`config.mk`:
```
export PLATFORM = sky130hd
export DESIGN_NAME = serial_port
export DESIGN_NICKNAME = d
export VERILOG_FILES = /design/src/majority_vote.v /design/src/serial_port.v
export VERILOG_INCLUDE_DIRS = /design/src
export SDC_FILE = /design/constraint.sdc
export NUM_CORES = 1
export LEC_CHECK = 0
export BUFFER_PORTS_ARGS = -buffer_cell sky130_fd_sc_hd__buf_2
export CAP_MARGIN = 0
export CORE_AREA = 5 5 132 96
export CTS_BUF_LIST = sky130_fd_sc_hd__clkbuf_8 sky130_fd_sc_hd__clkbuf_16
export DETAILED_ROUTE_END_ITERATION = 7
export DIE_AREA = 0 0 137 101
export MAX_ROUTING_LAYER = met4
export PLACE_DENSITY = 0.78
export SLEW_MARGIN = 20
export SYNTH_ARGS = -nofsm -noshare
export SYNTH_HDL_FRONTEND = slang
export SYNTH_HIERARCHICAL = 1
export SYNTH_SLANG_ARGS = --single-unit
```
`constraint.sdc`:
```
create_clock -name mclk -period 8.4 [get_ports mclk]
set_clock_uncertainty 0.1 [all_clocks]
set_input_delay 0.42 -clock mclk [delete_from_list [all_inputs] [get_ports mclk]]
set_output_delay 0.42 -clock mclk [all_outputs]
set_load 0.005 [all_outputs]
```
`src/serial_port_defs.vh`:
```
// Constants for the serial port control block: register offsets, field positions, resets.
// Assumes a plain register port with byte offsets and an oscillator-rate clock.
`ifndef SERIAL_PORT_DEFS_VH
`define SERIAL_PORT_DEFS_VH
`define ADDR_RX_CTRL 8'h18
`define ADDR_TX_CTRL 8'h98
`define ADDR_BAUD 8'h99
`define ADDR_TX_DATA 8'h19
`define ADDR_RX_DATA 8'h1A
`define ADDR_PORTB_DIR 8'h86
`define ADDR_IRQ_STAT 8'h0C
`define ADDR_IRQ_MASK 8'h8C
`define TX_CTRL_RESET 8'h02
`define BAUD_RESET 8'h00
`define DIR_RESET 8'hFF
`define B_CLOCK_ORIGIN_SELECT 7
`define B_TX9 6
`define B_TRANSMIT_ENABLE_BIT 5
`define B_SYNC 4
`define B_HIGH_SPEED_BAUD_SELECT 2
`define B_TRANSMIT_NINTH_BIT 0
`define B_SERIAL_PORT_ENABLE 7
`define B_RX9 6
`define B_SINGLE_RECEIVE_ENABLE 5
`define B_CONTINUOUS_RECEIVE_ENABLE 4
`define B_ADDRESS_DETECT_ENABLE 3
`define B_TXDIR 2
`define B_RXDIR 1
`define IRQ_RX 0
`define IRQ_TX 1
`define IRQ_ERR 2
`define OS_LOW 6'h3F
`define OS_HIGH 6'h0F
`define OS_SYNC 6'h03
`define SAMPLE_A 6'h07
`define SAMPLE_B 6'h08
`define SAMPLE_C 6'h09
`define SAMPLE_A_HI 6'h06
`define SAMPLE_B_HI 6'h07
`define SAMPLE_C_HI 6'h08
`endif

```
`src/majority_vote.v`:
```
// Three-sample majority detector for the receive data line.
// Assumes sample strobes come from the owning receiver, on the system clock.
`timescale 1ns/10ps
`include "serial_port_defs.vh"
module majority_vote (
  input wire mclk,
  input wire rst_n,
  input wire sample,
  input wire clear,
  input wire din,
  output wire level
);
  reg [2:0] shift_q;
  always @(posedge mclk or negedge rst_n) begin
    if (!rst_n) begin
      shift_q <= 3'h7;
    end else if (clear) begin
      shift_q <= 3'h7;
    end else if (sample) begin
      shift_q <= {shift_q[1:0], din};
    end
  end
  assign level = (shift_q[0] & shift_q[1]) | (shift_q[1] & shift_q[2]) |
                 (shift_q[0] & shift_q[2]);
endmodule // majority_vote

```
`src/serial_port.v`:
```
// Serial port control, status, baud generator, transmitter and receiver.
// Assumes a one-cycle register port with read data the cycle after the read strobe.
`timescale 1ns/10ps
`include "serial_port_defs.vh"
module serial_port (
  input wire mclk,
  input wire rst_n,
  input wire [7:0] addr,
  input wire [7:0] wdata,
  input wire wr,
  input wire rd,
  output reg [7:0] rdata,
  output wire irq,
  input wire tx_clk_in,
  output wire tx_clk_out,
  output wire tx_clk_oe_n,
  input wire rx_data_in,
  output wire rx_data_out,
  output wire rx_data_oe_n
);
  localparam S_IDLE = 4'h1;
  localparam S_START = 4'h2;
  localparam S_DATA = 4'h4;
  localparam S_STOP = 4'h8;

  reg [1:0] rst_sync_q;
  wire rst_i_n = rst_sync_q[1];
  always @(posedge mclk or negedge rst_n) begin
    if (!rst_n) rst_sync_q <= 2'h0;
    else rst_sync_q <= {rst_sync_q[0], 1'b1};
  end

  reg [7:0] tx_ctrl_q, rx_ctrl_q, baud_q, dir_q, tx_buf_q, rx_buf_q, mask_q;
  reg [2:0] stat_q;
  reg tx_buf_full_q, rx_full_q, receive_ninth_bit_q, framing_error_flag_q, overrun_error_flag_q;
  wire sync_mode = tx_ctrl_q[`B_SYNC];
  wire master = tx_ctrl_q[`B_CLOCK_ORIGIN_SELECT];
  wire transmit_enable_bit = tx_ctrl_q[`B_TRANSMIT_ENABLE_BIT];
  wire serial_port_enable = rx_ctrl_q[`B_SERIAL_PORT_ENABLE];
  wire continuous_receive_enable = rx_ctrl_q[`B_CONTINUOUS_RECEIVE_ENABLE];
  wire pins_on = serial_port_enable & dir_q[`B_TXDIR] & dir_q[`B_RXDIR];
  wire wr_baud = wr && addr == `ADDR_BAUD;
  wire rd_rx = rd && addr == `ADDR_RX_DATA;

  // Baud timer: tick every divisor+1 clocks; oversample count per bit by mode.
  reg [7:0] brg_q;
  wire brg_tick = (brg_q == 8'h00);
  always @(posedge mclk or negedge rst_i_n) begin
    if (!rst_i_n) brg_q <= `BAUD_RESET;
    else if (wr_baud) brg_q <= wdata;
    else if (brg_tick) brg_q <= baud_q;
    else brg_q <= brg_q - 8'h01;
  end
  wire [5:0] os_last = sync_mode ? `OS_SYNC :
                       (tx_ctrl_q[`B_HIGH_SPEED_BAUD_SELECT] ? `OS_HIGH : `OS_LOW);

  // External clock edges for slave mode (inputs are synchronous).
  reg ck_in_q;
  always @(posedge mclk or negedge rst_i_n) begin
    if (!rst_i_n) ck_in_q <= 1'b1;
    else ck_in_q <= tx_clk_in;
  end
  wire ext_rise = tx_clk_in & ~ck_in_q;
  wire ext_fall = ~tx_clk_in & ck_in_q;

  // Transmitter.
  reg [3:0] ts_q;
  reg [5:0] tos_q;
  reg [8:0] tsr_q;
  reg [3:0] tcnt_q;
  reg tx_line_q, sck_q;
  wire nine_tx = tx_ctrl_q[`B_TX9];
  wire [3:0] nbits = nine_tx ? 4'h9 : 4'h8;
  wire rx_bits9 = rx_ctrl_q[`B_RX9];
  wire tos_end = brg_tick && tos_q == os_last;
  // Sync master: half-bit edges every two baud ticks.
  wire m_half = brg_tick && tos_q[0];
  wire shift_ev = sync_mode ? (master ? (m_half & sck_q) : ext_fall) : tos_end;
  wire tsr_empty = (ts_q == S_IDLE);
  always @(posedge mclk or negedge rst_i_n) begin
    if (!rst_i_n) begin
      ts_q <= S_IDLE;
      tos_q <= 6'h00;
      tsr_q <= 9'h1FF;
      tcnt_q <= 4'h0;
      tx_line_q <= 1'b1;
      sck_q <= 1'b1;
    end else if (!transmit_enable_bit || !pins_on) begin
      ts_q <= S_IDLE;
      tos_q <= 6'h00;
      tx_line_q <= 1'b1;
      sck_q <= 1'b1;
    end else begin
      if (brg_tick) tos_q <= (tos_q == os_last) ? 6'h00 : tos_q + 6'h01;
      if (sync_mode && master && m_half && !tsr_empty) sck_q <= ~sck_q;
      case (ts_q)
        S_IDLE: begin
          sck_q <= 1'b1;
          if (tx_buf_full_q && (sync_mode || tos_end)) begin
            tsr_q <= {tx_ctrl_q[`B_TRANSMIT_NINTH_BIT], tx_buf_q};
            tcnt_q <= 4'h0;
            ts_q <= sync_mode ? S_DATA : S_START;
            tx_line_q <= sync_mode ? tx_buf_q[0] : 1'b0;
          end
        end
        S_START: if (shift_ev) begin
          ts_q <= S_DATA;
          tx_line_q <= tsr_q[0];
        end
        S_DATA: if (shift_ev) begin
          tsr_q <= {1'b1, tsr_q[8:1]};
          tcnt_q <= tcnt_q + 4'h1;
          if (tcnt_q == nbits - 4'h1) begin
            ts_q <= sync_mode ? S_IDLE : S_STOP;
            tx_line_q <= 1'b1;
          end else begin
            tx_line_q <= tsr_q[1];
          end
        end
        S_STOP: if (shift_ev) ts_q <= S_IDLE;
        default: ts_q <= S_IDLE;
      endcase
    end
  end
  wire tx_load = (ts_q == S_IDLE) && transmit_enable_bit && pins_on && tx_buf_full_q &&
                 (sync_mode || tos_end);

  // Receiver: async with 3-sample majority; sync samples on clock edges.
  reg [3:0] rs_q;
  reg [5:0] ros_q;
  reg [8:0] rsr_q;
  reg [3:0] rcnt_q;
  reg rdone_q, rferr_q;
  wire maj;
  wire rx_en = pins_on && (continuous_receive_enable || (sync_mode && rx_ctrl_q[`B_SINGLE_RECEIVE_ENABLE]));
  wire hs = tx_ctrl_q[`B_HIGH_SPEED_BAUD_SELECT];
  wire [5:0] sa = hs ? `SAMPLE_A_HI : `SAMPLE_A;
  wire [5:0] sb = hs ? `SAMPLE_B_HI : `SAMPLE_B;
  wire [5:0] sc = hs ? `SAMPLE_C_HI : `SAMPLE_C;
  wire samp = brg_tick && (ros_q == sa || ros_q == sb || ros_q == sc);
  wire [3:0] rbits = rx_bits9 ? 4'h9 : 4'h8;
  wire r_end = brg_tick && ros_q == os_last;
  wire sync_samp = master ? (m_half & ~sck_q) : ext_rise;
  majority_vote u_vote (
    .mclk(mclk),
    .rst_n(rst_i_n),
    .sample(samp),
    .clear(rs_q == S_IDLE),
    .din(rx_data_in),
    .level(maj)
  );
  always @(posedge mclk or negedge rst_i_n) begin
    if (!rst_i_n) begin
      rs_q <= S_IDLE;
      ros_q <= 6'h00;
      rsr_q <= 9'h000;
      rcnt_q <= 4'h0;
      rdone_q <= 1'b0;
      rferr_q <= 1'b0;
    end else begin
      rdone_q <= 1'b0;
      if (brg_tick) ros_q <= (ros_q == os_last) ? 6'h00 : ros_q + 6'h01;
      if (!rx_en) begin
        rs_q <= S_IDLE;
      end else if (sync_mode) begin
        if (sync_samp) begin
          rsr_q <= {rx_data_in, rsr_q[8:1]};
          rcnt_q <= (rcnt_q == rbits - 4'h1) ? 4'h0 : rcnt_q + 4'h1;
          rdone_q <= (rcnt_q == rbits - 4'h1);
          rferr_q <= 1'b0;
        end
      end else begin
        case (rs_q)
          S_IDLE: if (!rx_data_in) begin
            rs_q <= S_START;
            ros_q <= 6'h00;
            rcnt_q <= 4'h0;
          end
          S_START: if (r_end) rs_q <= maj ? S_IDLE : S_DATA;
          S_DATA: if (r_end) begin
            rsr_q <= {maj, rsr_q[8:1]};
            rcnt_q <= rcnt_q + 4'h1;
            if (rcnt_q == rbits - 4'h1) rs_q <= S_STOP;
          end
          S_STOP: if (r_end) begin
            rs_q <= S_IDLE;
            rdone_q <= 1'b1;
            rferr_q <= ~maj;
          end
          default: rs_q <= S_IDLE;
        endcase
      end
    end
  end
  // Right-align eight-bit characters, which shifted in one place short.
  wire [8:0] rword = rx_bits9 ? rsr_q : {1'b0, rsr_q[8:1]};
  wire addr_ok = !(rx_bits9 && rx_ctrl_q[`B_ADDRESS_DETECT_ENABLE] && !sync_mode) || rword[8];
  wire rx_take = rdone_q && addr_ok;

  // Registers, status and interrupt flags.
  wire [2:0] events = {rx_take & rx_full_q, tx_load, rx_take};
  always @(posedge mclk or negedge rst_i_n) begin
    if (!rst_i_n) begin
      tx_ctrl_q <= `TX_CTRL_RESET;
      rx_ctrl_q <= 8'h00;
      baud_q <= `BAUD_RESET;
      dir_q <= `DIR_RESET;
      tx_buf_q <= 8'h00;
      tx_buf_full_q <= 1'b0;
      rx_buf_q <= 8'h00;
      rx_full_q <= 1'b0;
      receive_ninth_bit_q <= 1'b0;
      framing_error_flag_q <= 1'b0;
      overrun_error_flag_q <= 1'b0;
      mask_q <= 8'h00;
      stat_q <= 3'h0;
      rdata <= 8'h00;
    end else begin
      if (wr && addr == `ADDR_TX_CTRL) tx_ctrl_q <= wdata;
      if (wr && addr == `ADDR_RX_CTRL) rx_ctrl_q <= {wdata[7:3], 3'h0};
      if (wr_baud) baud_q <= wdata;
      if (wr && addr == `ADDR_PORTB_DIR) dir_q <= wdata;
      if (wr && addr == `ADDR_IRQ_MASK) mask_q <= wdata;
      if (wr && addr == `ADDR_TX_DATA) begin
        tx_buf_q <= wdata;
        tx_buf_full_q <= 1'b1;
      end else if (tx_load) begin
        tx_buf_full_q <= 1'b0;
      end
      if (rx_take && !rx_full_q) begin
        rx_buf_q <= rword[7:0];
        receive_ninth_bit_q <= rword[8];
        framing_error_flag_q <= rferr_q;
        rx_full_q <= 1'b1;
      end else if (rd_rx) begin
        rx_full_q <= 1'b0;
      end
      if (rx_take && rx_full_q) overrun_error_flag_q <= 1'b1;
      else if (!continuous_receive_enable) overrun_error_flag_q <= 1'b0;
      if (rx_ctrl_q[`B_SINGLE_RECEIVE_ENABLE] && sync_mode && rx_take && !continuous_receive_enable)
        rx_ctrl_q[`B_SINGLE_RECEIVE_ENABLE] <= 1'b0;
      if (rd && addr == `ADDR_IRQ_STAT) stat_q <= events;
      else stat_q <= stat_q | events;
      rdata <= 8'h00;
      if (rd) begin
        case (addr)
          `ADDR_TX_CTRL: rdata <= {tx_ctrl_q[7:4], 1'b0, tx_ctrl_q[2], tsr_empty,
                                   tx_ctrl_q[0]};
          `ADDR_RX_CTRL: rdata <= {rx_ctrl_q[7:3], framing_error_flag_q, overrun_error_flag_q, receive_ninth_bit_q};
          `ADDR_BAUD: rdata <= baud_q;
          `ADDR_RX_DATA: rdata <= rx_buf_q;
          `ADDR_PORTB_DIR: rdata <= dir_q;
          `ADDR_IRQ_STAT: rdata <= {5'h00, stat_q};
          `ADDR_IRQ_MASK: rdata <= mask_q;
          default: rdata <= 8'h00;
        endcase
      end
    end
  end
  assign irq = |(stat_q & mask_q[2:0]);

  // Pins: async drives TX on pin B2; sync master drives clock, data on B1 half duplex.
  wire tx_active = pins_on && transmit_enable_bit;
  assign tx_clk_out = (sync_mode && master) ? sck_q : tx_line_q;
  assign tx_clk_oe_n = ~(pins_on && (sync_mode ? master : transmit_enable_bit));
  assign rx_data_out = tx_line_q;
  assign rx_data_oe_n = ~(tx_active && sync_mode && !rx_en);
endmodule // serial_port

```
# [Word level (Yosys, flattened, before mapping)]
# Index checks and enable logic that the tools add are counted.
[word_totals] word_cells=257 inputBits=22 regBits=133 output_inout_bits=13
[classes] reduce_logical=68 bitwise=21 n_mux=90 eq_ne=40 n_addsub=7
[ops] op="$mux 4" count=22
[ops] op="$mux 6" count=12
[ops] op="$mux 9" count=7
[ops] op="$pmux 8 s7" count=1
[ops] op="$mux 1" count=34
[ops] op="$logic_and 1x1->1" count=33
[ops] op="$ne 3x3->1 const B" count=11
[ops] op="$eq 8x8->1 const B" count=4
[ops] op="$pmux 4 s4" count=2
[ops] op="$eq 8x5->1 const B" count=3
[ops] op="$mux 8" count=3
[ops] op="$pmux 9 s2" count=1
[ops] op="$reduce_bool 2->1" count=9
[ops] op="$pmux 4 s2" count=2
[ops] op="$reduce_and 4->1" count=4
[ops] op="$mux 3" count=5
[ops] op="$add 6x1->6 const B" count=2
[ops] op="$eq 6x4->1" count=2
[ops] op="$eq 6x6->1" count=2
[ops] op="$and 1x1->1" count=10
[ops] op="$reduce_and 5->1" count=2
[ops] op="$add 4x1->4 const B" count=2
[ops] op="$eq 4x1->1 const B" count=2
[ops] op="$eq 4x2->1 const B" count=2
[ops] op="22 further kinds" count=49

# [Logic depth before layout (Yosys ltp)]
# Gate-level depths: netlist of run 1.
[logic_depth] word_depth=9 ltp_mapped=10 ltp_nobuf=8

# [By module]
# The synthesis of run 1 kept the hierarchy.
[by_module_without_submodules] mod="serial_port" instances=1 cells_each=652 area_each_um2=6496.2 seq_area_each_um2=3230.6
[by_module_without_submodules] mod="majority_vote" instances=1 cells_each=10 area_each_um2=133.9 seq_area_each_um2=78.8

# [Worst setup path before layout of run 1]
# No wires, ideal clock.
[synth_path] kind="register -> register" from="reg brg_q[0]" to="reg tcnt_q[3]" t_required_ns=8.222 slack_ns=5.914 period_less_slack_ns=2.486 t_arrival_ns=2.308 stages_incl_launch_ff=10 path_buffers=1 setup_time_ns=0.078 path_cell_list="dfrtp_1 inv_1 ha_1 or3b_2 clkbuf_1 o41a_1 nand2_2 o2111ai_4 or3_1 a21boi_1"
[synth_via] elab_chain_cells=7 elab_cells_between_ends=11 cone_classes="eq/ne: 2; mux: 2; bitwise: 1; reduce/logical: 6"
[synth_rtl] element="start, declared" line="serial_port.v:46" text="reg [7:0] brg_q;"
[synth_rtl] element="start signal, assigned" line="serial_port.v:49" text="if (!rst_i_n) brg_q <= `BAUD_RESET;"
[synth_rtl] element="start signal, assigned" line="serial_port.v:50" text="else if (wr_baud) brg_q <= wdata;"
[synth_rtl] element="start signal, assigned" line="serial_port.v:51" text="else if (brg_tick) brg_q <= baud_q;"
[synth_rtl] element="$logic_not 8->1 *" line="serial_port.v:47" text="wire brg_tick = (brg_q == 8'h00);"
[synth_rtl] element="$logic_and 1x1->1" line="serial_port.v:77" text="wire m_half = brg_tick && tos_q[0];"
[synth_rtl] element="$and 1x1->1" line="serial_port.v:78" text="wire shift_ev = sync_mode ? (master ? (m_half & sck_q) : ext_fall) : tos_end;"
[synth_rtl] element="$mux 1 (2 in series)" line="serial_port.v:78"
[synth_rtl] element="$ne 2x2->1 (no source line)"
[synth_rtl] element="$reduce_and 4->1 (no source line) *"
[synth_rtl] element="end signal, assigned" line="serial_port.v:112" text="tcnt_q <= tcnt_q + 4'h1;"
[synth_rtl] element="end, declared" line="serial_port.v:70" text="reg [3:0] tcnt_q;"
# Every way passes the cells marked *; elsewhere a longest branch is shown, timed or not.
# A chain may end at the register's enable or synchronous reset.

# [Worst setup path in the final report of run 1]
# Same ends and word-level chain as after synthesis.

==> impl_results.md, run 1 <==
* Outcome: completed
* Post-synth EDFFs at 0
* Critical path's slowest cell: nor2_2
* Tot GR Track Use at 0.256
* Final Worst Setup Slack at 5390 ps
* Clock Tree Root: clkbuf_16
* Layout cell share with drive strength beyond 1 at 0.222
* Worst slew pin tran at 979 ps
* Post-synth top area share at 0.400
* H-Tree Depth at 4
* Fin Setup TNS at 0 ps
* Critical Path RT at 8650 ps
* # setup viols final at 0
* Global placement routability congestion at 0.941
* Ys async rst share at 1.00
* Non-Filler Instances at 861
* Overall Power at 1.60 mW
* Top post-synthesis cells by area: dfrtp_1 (40%), dfstp_2 (9.9%), mux2_2 (7.0%)
* Vias per cell at 6.15
* Clk sinks at 131
* Max clock buf depth at 2
* Initial antenna violation count at 0
* Slew Limit Fails at 0
* Multi-input logic area at 3130 µm²
* Endpoint class of the critical path: register
* Cell family with most CP delay: simple AND/OR/NAND/NOR gates
* Post-synth cell types at 69
* Starting DRT DRC Count at 557
* ANT cells at 0
* R2R depth at 8
* Pre-CTS setup slack at 5280 ps
* Pin count of the biggest net entering global routing at 71
* Min cycle time layout at 3010 ps
* Hold Path End: ck_in_q
* Fillers at 855
* Reg-to-Reg Start: brg_q[0]
* PwrDens at 213 nW/µm²
* Reg2Reg Setup Slack at 5390 ps
* Detail Route Antenna Nets at 0
* Post-DP Area at 6910 µm²
* Grt met1 use at 0.361
* Worst slew margin at 0.346
* Reg area at 3310 µm²
* Commonest cells after routing, fill and taps aside: dfrtp_1 (105), nand2_1 (81), nor2_1 (60)
* Max VDD drop at 0.000181 V
* Grt ovf at 0
* Crit-path cells: inv_1 > ha_1 > or3b_2 > nor2_2 > a31o_2 > o2111ai_4 > or3_1 > a21boi_1
* Vias at 5298
* Core area at 11400 µm²
* CTS tree: yes
* Crit path DAT at 3260 ps
* Final period util at 0.359
* Post-route cell area at 7510 µm²
* Initial core utilization at 0.584
* Syn-to-layout area delta at 13.3%
* WHS at 23.3 ps
* Synth Instances at 662
* Leading area contributor after synthesis: dfrtp_1
* #FFs+latches synth at 131
* Critical path class: reg -> reg
* Met2 usage at 0.373
* Average size of a mapped cell at 10.0 µm²
* Hold crit path type: in -> reg
* Worst-Skew Late Latency at 420 ps
* R2r endpoint: tcnt_q[3]
* Placed cell count at 827
* Die area at 13800 µm²
* Detailed Routing Iterations Pass 1 at 6
* CP startpoint kind: register
* I/O pin count at 35
* Total wire length at 16300 µm
* Commonest non-fill, non-tap cell in the layout: dfrtp_1
* Vias in the first global route at 5145
* Max Cap Viol at 0
* GR Util met3 at 0.0549
* Syn_nets at 690
* CTS Buf Count at 17
* CTS clk-pin slew, worst paths at 60 ps
* Crit Path Max Fanout at 19
* Nets@finish at 719
* Die Ht at 101 µm
* GRT Max-Usage Layer: met2
* Largest stage delay on the critical path at 610 ps
* Routed length per instance at 19.0 µm
* First-pass GRT wire length at 26500 µm
* RSZ-0062 raised after global routing: no
* YS warnings at 6
* Min-delay src: tx_clk_in
* Port Buffers at 34
* DRC at 0
* Hold Vio Cnt, Final at 0
* Post-synth design cell area at 6630 µm²
* Dominant synthesized flop cell: dfrtp_1
* CP bufs+invs at 1
* Max Freq at 332 MHz
* Sequential share of the synthesized area at 0.499
* Chip width at 137 µm
* Cell depth of the worst setup path at 8
* Worst hold stages at 1
* Leakage power at 3.30 nW
* Fin util at 0.662
* Final HPWL DP at 11300 µm
* Row Count at 33
[how the worst max path moves through the flow]
stage / startpoint / end
after global placement: brg_q[0] / tsr_q[0]
after floorplan: rst_sync_q[1] / baud_q[0]
after global routing: brg_q[0] / ts_q[2]
after detailed placement: brg_q[0] / tsr_q[6]
final: brg_q[0] / tcnt_q[3]
after CTS: brg_q[0] / tsr_q[6]
[routing by layer]
metal | up-vias | share of wire | wire, µm
met4 | 0 | 0.017 | 284
li1 | 2435 | - | -
met2 | 228 | 0.45 | 7320
met5 | - | 0 | 0
met1 | 2611 | 0.46 | 7580
met3 | 24 | 0.070 | 1150
[sequential cells by signal, summed over array words and instances, names as in the netlist, 5 cells and up]
signal and count:
baud_q 8, brg_q 8, dir_q 8, mask_q 8, rdata 8, ros_q 6
rsr_q 9, rx_buf_q 8, rx_ctrl_q 5, tos_q 6, tsr_q 9, tx_buf_q 8
tx_ctrl_q 6
[report_power, final]
part	internal (mW)	total [mW]	switching (mW)	leakage, nW
Clock	0.422	0.738	0.316	0.285
Combinational	0.0661	0.149	0.0831	1.36
Sequential	0.666	0.710	0.0440	1.65
[synth_stat cells, drive strengths merged (4+ instances only)]
| cell | number |
|---|---|
| nand3 | 15 |
| nor3b | 4 |
| nand2 | 82 |
| mux2 | 41 |
| a222oi | 6 |
| nand2b | 4 |
| nor2 | 63 |
| a211o | 5 |
| nand4 | 4 |
| buf | 9 |
| nor2b | 8 |
| nor4 | 4 |
| xor2 | 9 |
| o22ai | 5 |
| inv | 19 |
| clkbuf | 20 |
| a21oi | 46 |
| a22oi | 6 |
| nor3 | 7 |
| o31ai | 4 |
| a31oi | 5 |
| ha | 6 |
| dfstp | 25 |
| o21ai | 43 |
| nor4b | 5 |
| and2 | 6 |
| or2 | 5 |
| o211ai | 5 |
| and3 | 11 |
| xnor2 | 7 |
| or3 | 6 |
| dfrtp | 106 |
| mux2i | 33 |
[final cells by class]
cell class	count	share of cell area
timing repair buffer	39	0.0280
clock buffer	17	0.0566
sequential	131	0.441
inverter	19	0.00949
clock inverter	15	0.0216
multi-input combinational	483	0.417
tap	157	0.0261
[cells by family (layout without fill, tap and decap cells)]
kind of cell / after synthesis / count (layout) / synth area share
AO/OA/AOI/OAI: 151 / 151 / 0.146
other: 1 / 1 / 0.000566
buffers and inverters: 48 / 90 / 0.0294
multiplexers: 74 / 74 / 0.119
AND/OR/NAND/NOR: 234 / 234 / 0.172
flip-flops: 131 / 131 / 0.499
XOR/XNOR: 16 / 16 / 0.0211
adder cells (fa/ha/maj): 7 / 7 / 0.0128
[what timing repair did]
| action | in CTS | in global routing |
|---|---|---|
| hold buffers | 1 | 0 |
| hold endpoints to repair | 2 | 0 |
| resized for setup | 0 | 0 |
| setup buffers | 0 | 0 |
(Power assumes the default switching activity.)
==> run 2, diff against run 1 <==
- CORE_AREA: 5 5 132 96 -> 5 5 138 100
- DIE_AREA: 0 0 137 101 -> 0 0 143 105
- PLACE_DENSITY: 0.78 -> 0.75
- clock period: 8.4 -> 2.7 ns (I/O delays scaled with it)
==> run 2 against run 1 <==
  * Fmax increased by 20%
  * Sequential power increased to 3.1 times the previous value
  * Register-to-register slack got worse by 5200 ps
  * Non-clock buffer count increased by 30
  * Global-route usage decreased by 1.5 points
  * First-iteration DRC count increased by 22%
  * Setup slack got worse by 5200 ps
  * Worst hold slack improved by 110 ps
==> impl_results.md, run 2 (synthesis gave the netlist of run 1 again) <==
* H-Tree Depth at 4 (unchanged)
* Grt ovf at 0 (unchanged)
* Hold crit path type: in -> reg (unchanged)
* Endpoint class of the critical path: register (unchanged)
* Critical path's slowest cell: o41a_1 (was nor2_2)
* Tot GR Track Use at 0.241 (was 0.256)
* Final HPWL DP at 11800 µm (was 11300 µm)
* CP bufs+invs at 1 (unchanged)
* Commonest non-fill, non-tap cell in the layout: dfrtp_1 (unchanged)
* CTS Buf Count at 17 (unchanged)
* Max clock buf depth at 2 (unchanged)
* Worst slew margin at 0.530 (was 0.346)
* Min cycle time layout at 2520 ps (was 3010 ps)
* Detailed Routing Iterations Pass 1 at 8 (was 6)
* Clk sinks at 131 (unchanged)
* Slew Limit Fails at 0 (unchanged)
* Final period util at 0.934 (was 0.359)
* Commonest cells after routing, fill and taps aside: dfrtp_1 (105), nand2_1 (81), nor2_1 (61) (was dfrtp_1 (105), nand2_1 (81), nor2_1 (60))
* Max Cap Viol at 0 (unchanged)
* Reg area at 3310 µm² (unchanged)
* Vias in the first global route at 5299 (was 5145)
* Crit-path cells: inv_1 > ha_1 > or3b_4 > o41a_1 > nand2_2 > o2111ai_4 > or3_1 > a21boi_1 (was inv_1 > ha_1 > or3b_2 > nor2_2 > a31o_2 > o2111ai_4 > or3_1 > a21boi_1)
* I/O pin count at 35 (unchanged)
* Fin Setup TNS at 0 ps (unchanged)
* Worst slew pin tran at 700 ps (was 979 ps)
* Initial core utilization at 0.539 (was 0.584)
* Initial antenna violation count at 0 (unchanged)
* Clock Tree Root: clkbuf_16 (unchanged)
* Critical Path RT at 2950 ps (was 8650 ps)
* Leakage power at 3.44 nW (was 3.30 nW)
* PwrDens at 631 nW/µm² (was 213 nW/µm²)
* CTS clk-pin slew, worst paths at 60 ps (about the same)
* RSZ-0062 raised after global routing: no (unchanged)
* Die area at 15000 µm² (was 13800 µm²)
* Critical path class: reg -> reg (unchanged)
* Starting DRT DRC Count at 677 (was 557)
* Crit Path Max Fanout at 8 (was 19)
* DRC at 0 (unchanged)
* # setup viols final at 0 (unchanged)
* Fillers at 978 (was 855)
* WHS at 138 ps (was 23.3 ps)
* Cell family with most CP delay: simple AND/OR/NAND/NOR gates (unchanged)
* Crit path DAT at 2770 ps (was 3260 ps)
* Overall Power at 4.91 mW (was 1.60 mW)
* Routed length per instance at 18.9 µm (was 19.0 µm)
* Row Count at 34 (was 33)
* Nets@finish at 749 (was 719)
* Pin count of the biggest net entering global routing at 62 (was 71)
* Worst-Skew Late Latency at 420 ps (about the same)
* Syn-to-layout area delta at 17.4% (was 13.3%)
* Die Ht at 105 µm (was 101 µm)
* Max Freq at 397 MHz (was 332 MHz)
* Port Buffers at 34 (unchanged)
* Chip width at 143 µm (was 137 µm)
* Vias at 5405 (was 5298)
* Max VDD drop at 0.000574 V (was 0.000181 V)
* Setup bufs post-CTS at 0 (unchanged)
* Total wire length at 17000 µm (was 16300 µm)
* CP startpoint kind: register (unchanged)
* Detail Route Antenna Nets at 0 (unchanged)
* Global placement routability congestion at 0.917 (was 0.941)
* Layout cell share with drive strength beyond 1 at 0.238 (was 0.222)
* Multi-input logic area at 3150 µm² (was 3130 µm²)
* Hold Vio Cnt, Final at 0 (unchanged)
* Fin util at 0.633 (was 0.662)
* Core area at 12300 µm² (was 11400 µm²)
* Outcome: completed (unchanged)
* Biggest regs: rsr_q (9), tsr_q (9) (unchanged)
* Largest stage delay on the critical path at 440 ps (was 610 ps)
* Vias per cell at 6.03 (was 6.15)
* CTS tree: yes (unchanged)
* ANT cells at 0 (unchanged)
* First-pass GRT wire length at 27900 µm (was 26500 µm)
## run 2: changes by cell type in the layout (fill, tap and decap cells not counted), moves of 2 or more
cell / previous run / this run
dlygate4sd3_1: 1 / 13
inv_8: 5 / 2
buf_4: 3 / 21
clkinv_8: 0 / 2
## run 2: path summary, 6_finish.rpt
check / slack (ps) / startpoint / cells past startpoint / end
max: 180 / brg_q[0] / 8 / tcnt_q[3]
min: 140 / addr[1] / 5 / stat_q[0]
max reg2reg: 180 / brg_q[0] / 8 / tcnt_q[3]
min reg2reg: 240 / rst_sync_q[1] / 0 / rdone_q
max in group asynchronous: 1460 / rst_sync_q[1] / 1 / dir_q[5]
min in group asynchronous: 240 / rst_sync_q[1] / 0 / rdone_q
## run 2: layout make-up
class / instances / area share
clock buffers: 17 / 0.0547
clock inverters: 15 / 0.0185
inverters: 19 / 0.00916
multi-input cells: 483 / 0.405
flip-flops and latches: 131 / 0.426
well taps: 162 / 0.0260
repair buffers: 69 / 0.0614
## run 2: report_power, final
group / switching, mW / internal (mW) / leakage [nW]
combinational: 0.287 / 0.233 / 1.52
sequential: 0.129 / 2.07 / 1.65
clock: 0.974 / 1.21 / 0.271
## run 2: repair_timing
item                       in CTS  in global routing
hold endpoints to repair       40                  0
gates resized for setup         0                  3
setup endpoints to repair       0                  8
hold buffers                   13                  0
## run 2: metrics by stage
step / cell area, µm² / instances / worst slack [ps]
CTS: 7770 / 896 / 69.3
global route: 7780 / 896 / 87.3
detailed placement: 7070 / 851 / 75.8
global placement: 7070 / 851 / 153
floorplan: 6630 / 662 / 214
finish: 7780 / 896 / 179
## run 2: layer usage
metal | part of all wire | GRT usage | routed length, µm
met2 | 0.46 | 0.347 | 7760
met4 | 0.015 | 0.0529 | 255
met3 | 0.064 | 0.0530 | 1090
met1 | 0.46 | 0.351 | 7860
met5 | 0 | - | 0
## run 2: worst register-to-register path, cell delays in order (launching register included)
cell       delay, ps
dfrtp_1          400
inv_1             90
ha_1             170
or3b_4           430
o41a_1           440
nand2_2          110
o2111ai_4        180
or3_1            400
a21boi_1         140
==> run 3, diff against run 2 <==
- BUFFER_PORTS_ARGS: -buffer_cell sky130_fd_sc_hd__buf_2 -> -buffer_cell sky130_fd_sc_hd__buf_4
- SLEW_MARGIN: 20 -> 30
==> run 3 against run 2 <==
  * Routed wire length fell by 0.53%
  * Critical path depth fell by 2
  * Register-to-register slack about the same
  * Die area unchanged
  * Fmax about the same
  * Critical endpoint unchanged
  * Highest routed layer unchanged
==> impl_results.md, run 3 (synthesis gave the netlist of run 1 again) <==
* Outcome: completed (unchanged)
* Max clock buf depth at 2 (unchanged)
* Pre-CTS setup slack at 57.0 ps (was 75.8 ps)
* Row Count at 34 (unchanged)
* Biggest regs: rsr_q (9), tsr_q (9) (unchanged)
* Starting DRT DRC Count at 524 (was 677)
* Vias at 5416 (was 5405)
* CTS Buf Count at 17 (unchanged)
* Total wire length at 16900 µm (was 17000 µm)
* Grt ovf at 0 (unchanged)
* Crit-path cells: or4_4 > o41a_1 > nand2_2 > o2111ai_4 > or3_1 > a21boi_1 (was inv_1 > ha_1 > or3b_4 > o41a_1 > nand2_2 > o2111ai_4 > or3_1 > a21boi_1)
* Detail Route Antenna Nets at 0 (unchanged)
* Nets@finish at 748 (was 749)
* First-pass GRT wire length at 28000 µm (was 27900 µm)
* Initial antenna violation count at 0 (unchanged)
* RSZ-0062 raised after global routing: no (unchanged)
* Commonest cells after routing, fill and taps aside: dfrtp_1 (105), nand2_1 (81), nor2_1 (61) (unchanged)
* Worst-Skew Late Latency at 420 ps (about the same)
* Max Cap Viol at 0 (unchanged)
* Placed cell count at 850 (was 851)
* CTS clk-pin slew, worst paths at 60 ps (about the same)
* Largest stage delay on the critical path at 620 ps (was 440 ps)
* Vias per cell at 6.05 (was 6.03)
* Max VDD drop at 0.000483 V (was 0.000574 V)
* Crit Path Max Fanout at 8 (unchanged)
* Clk sinks at 131 (unchanged)
* Min cycle time layout at 2520 ps (about the same)
* Crit path DAT at 2770 ps (about the same)
* Leakage power at 3.47 nW (was 3.44 nW)
* Hold crit path type: in -> reg (unchanged)
* Commonest non-fill, non-tap cell in the layout: dfrtp_1 (unchanged)
* H-Tree Depth at 4 (unchanged)
* Die area at 15000 µm² (unchanged)
* Tot GR Track Use at 0.244 (was 0.241)
* CTS tree: yes (unchanged)
* Pin count of the biggest net entering global routing at 58 (was 62)
* Cell family with most CP delay: simple AND/OR/NAND/NOR gates (unchanged)
* Max Freq at 397 MHz (about the same)
* CP bufs+invs at 0 (was 1)
* Vias in the first global route at 5243 (was 5299)
* Worst slew margin at 0.537 (was 0.530)
* Clock Tree Root: clkbuf_16 (unchanged)
* ANT cells at 0 (unchanged)
* Syn-to-layout area delta at 18.8% (was 17.4%)
* Post-DP Area at 7140 µm² (was 7070 µm²)
* Worst slew pin tran at 690 ps (was 700 ps)
* I/O pin count at 35 (unchanged)
* Chip width at 143 µm (unchanged)
* Hold Vio Cnt, Final at 0 (unchanged)
* Critical Path RT at 2950 ps (about the same)
* Detailed Routing Iterations Pass 1 at 6 (was 8)
* Endpoint class of the critical path: register (unchanged)
* Post-route cell area at 7870 µm² (was 7780 µm²)
* Global placement routability congestion at 0.940 (was 0.917)
* Final Worst Setup Slack at 181 ps (was 179 ps)
* Critical path class: reg -> reg (unchanged)
* Critical path's slowest cell: or4_4 (was o41a_1)
* WHS at 112 ps (was 138 ps)
* Final period util at 0.933 (was 0.934)
* Port Buffers at 34 (unchanged)
* Die Ht at 105 µm (unchanged)
* Layout cell share with drive strength beyond 1 at 0.236 (was 0.238)
* PwrDens at 638 nW/µm² (was 631 nW/µm²)
* Slew Limit Fails at 0 (unchanged)
* Core area at 12300 µm² (unchanged)
* Initial core utilization at 0.539 (unchanged)
* Fillers at 952 (was 978)
* Non-Filler Instances at 895 (was 896)
* DRC at 0 (unchanged)
* Final HPWL DP at 11600 µm (was 11800 µm)
* CP startpoint kind: register (unchanged)
* Routed length per instance at 18.9 µm (about the same)
* Fin Setup TNS at 0 ps (unchanged)
* # setup viols final at 0 (unchanged)
==> run 3: cell count changes in the layout (fill, tap and decap cells not counted), moves of 2 or more <==
cell      change
buf_4        +33
buf_2        -34
clkinv_8      -2
clkbuf_8      +2
==> run 3: layout make-up <==
cell class / count / area (µm²) / share of cell area
well taps: 162 / 203 / 0.0257
clock buffers: 19 / 453 / 0.0575
clock inverters: 13 / 136 / 0.0173
flip-flops and latches: 131 / 3310 / 0.421
repair buffers: 68 / 556 / 0.0706
multi-input cells: 483 / 3140 / 0.399
inverters: 19 / 71.3 / 0.00906
==> run 3: routing by layer <==
layer,global-route usage,up-vias,share of wire
li1,-,2497,-
met1,0.357,2690,0.47
met2,0.337,203,0.45
met3,0.0566,26,0.063
met4,0.0712,0,0.017
met5,-,-,0
==> run 3: per-stage QoR <==
step / util / power, mW
6_report: 0.640 / 5.02
5_1_grt: 0.640 / 5.21
4_1_cts: 0.640 / 5.04
3_5_place_dp: 0.581 / 2.72
3_3_place_gp: 0.581 / 2.70
2_1_floorplan: - / 2.56
==> run 3: where the power goes <==
part | leakage (nW) | switching [mW] | internal [mW] | total (mW)
Sequential | 1.65 | 0.130 | 2.07 | 2.20
Clock | 0.282 | 0.963 | 1.35 | 2.31
Combinational | 1.53 | 0.270 | 0.241 | 0.512
Total | 3.47 | 1.36 | 3.66 | 5.02
==> run 3: worst paths after layout <==
kind / start / to / slack [ps] / cells after the start
setup / recovery: brg_q[3] / tcnt_q[3] / 180 / 6
hold / removal: addr[1] / stat_q[2] / 110 / 5
setup reg to reg: brg_q[3] / tcnt_q[3] / 180 / 6
hold reg to reg: rst_sync_q[0] / rst_sync_q[1] / 250 / 0
max in group asynchronous: rst_sync_q[1] / rs_q[0] / 1420 / 1
min in group asynchronous: rst_sync_q[1] / rx_buf_q[5] / 260 / 0
==> run 3: worst register-to-register path, stage by stage, from the launching register on <==
cell and delay, ps:
dfrtp_1 430, or4_4 620, o41a_1 480, nand2_2 110, o2111ai_4 180, or3_1 400
a21boi_1 140
==> run 3: timing repair <==
item | in CTS | in global routing
setup buffers | 0 | 0
hold buffers | 13 | 0
setup endpoints to repair | 0 | 11
gates resized for setup | 0 | 2
endpoints found under the hold margin | 57 | 0
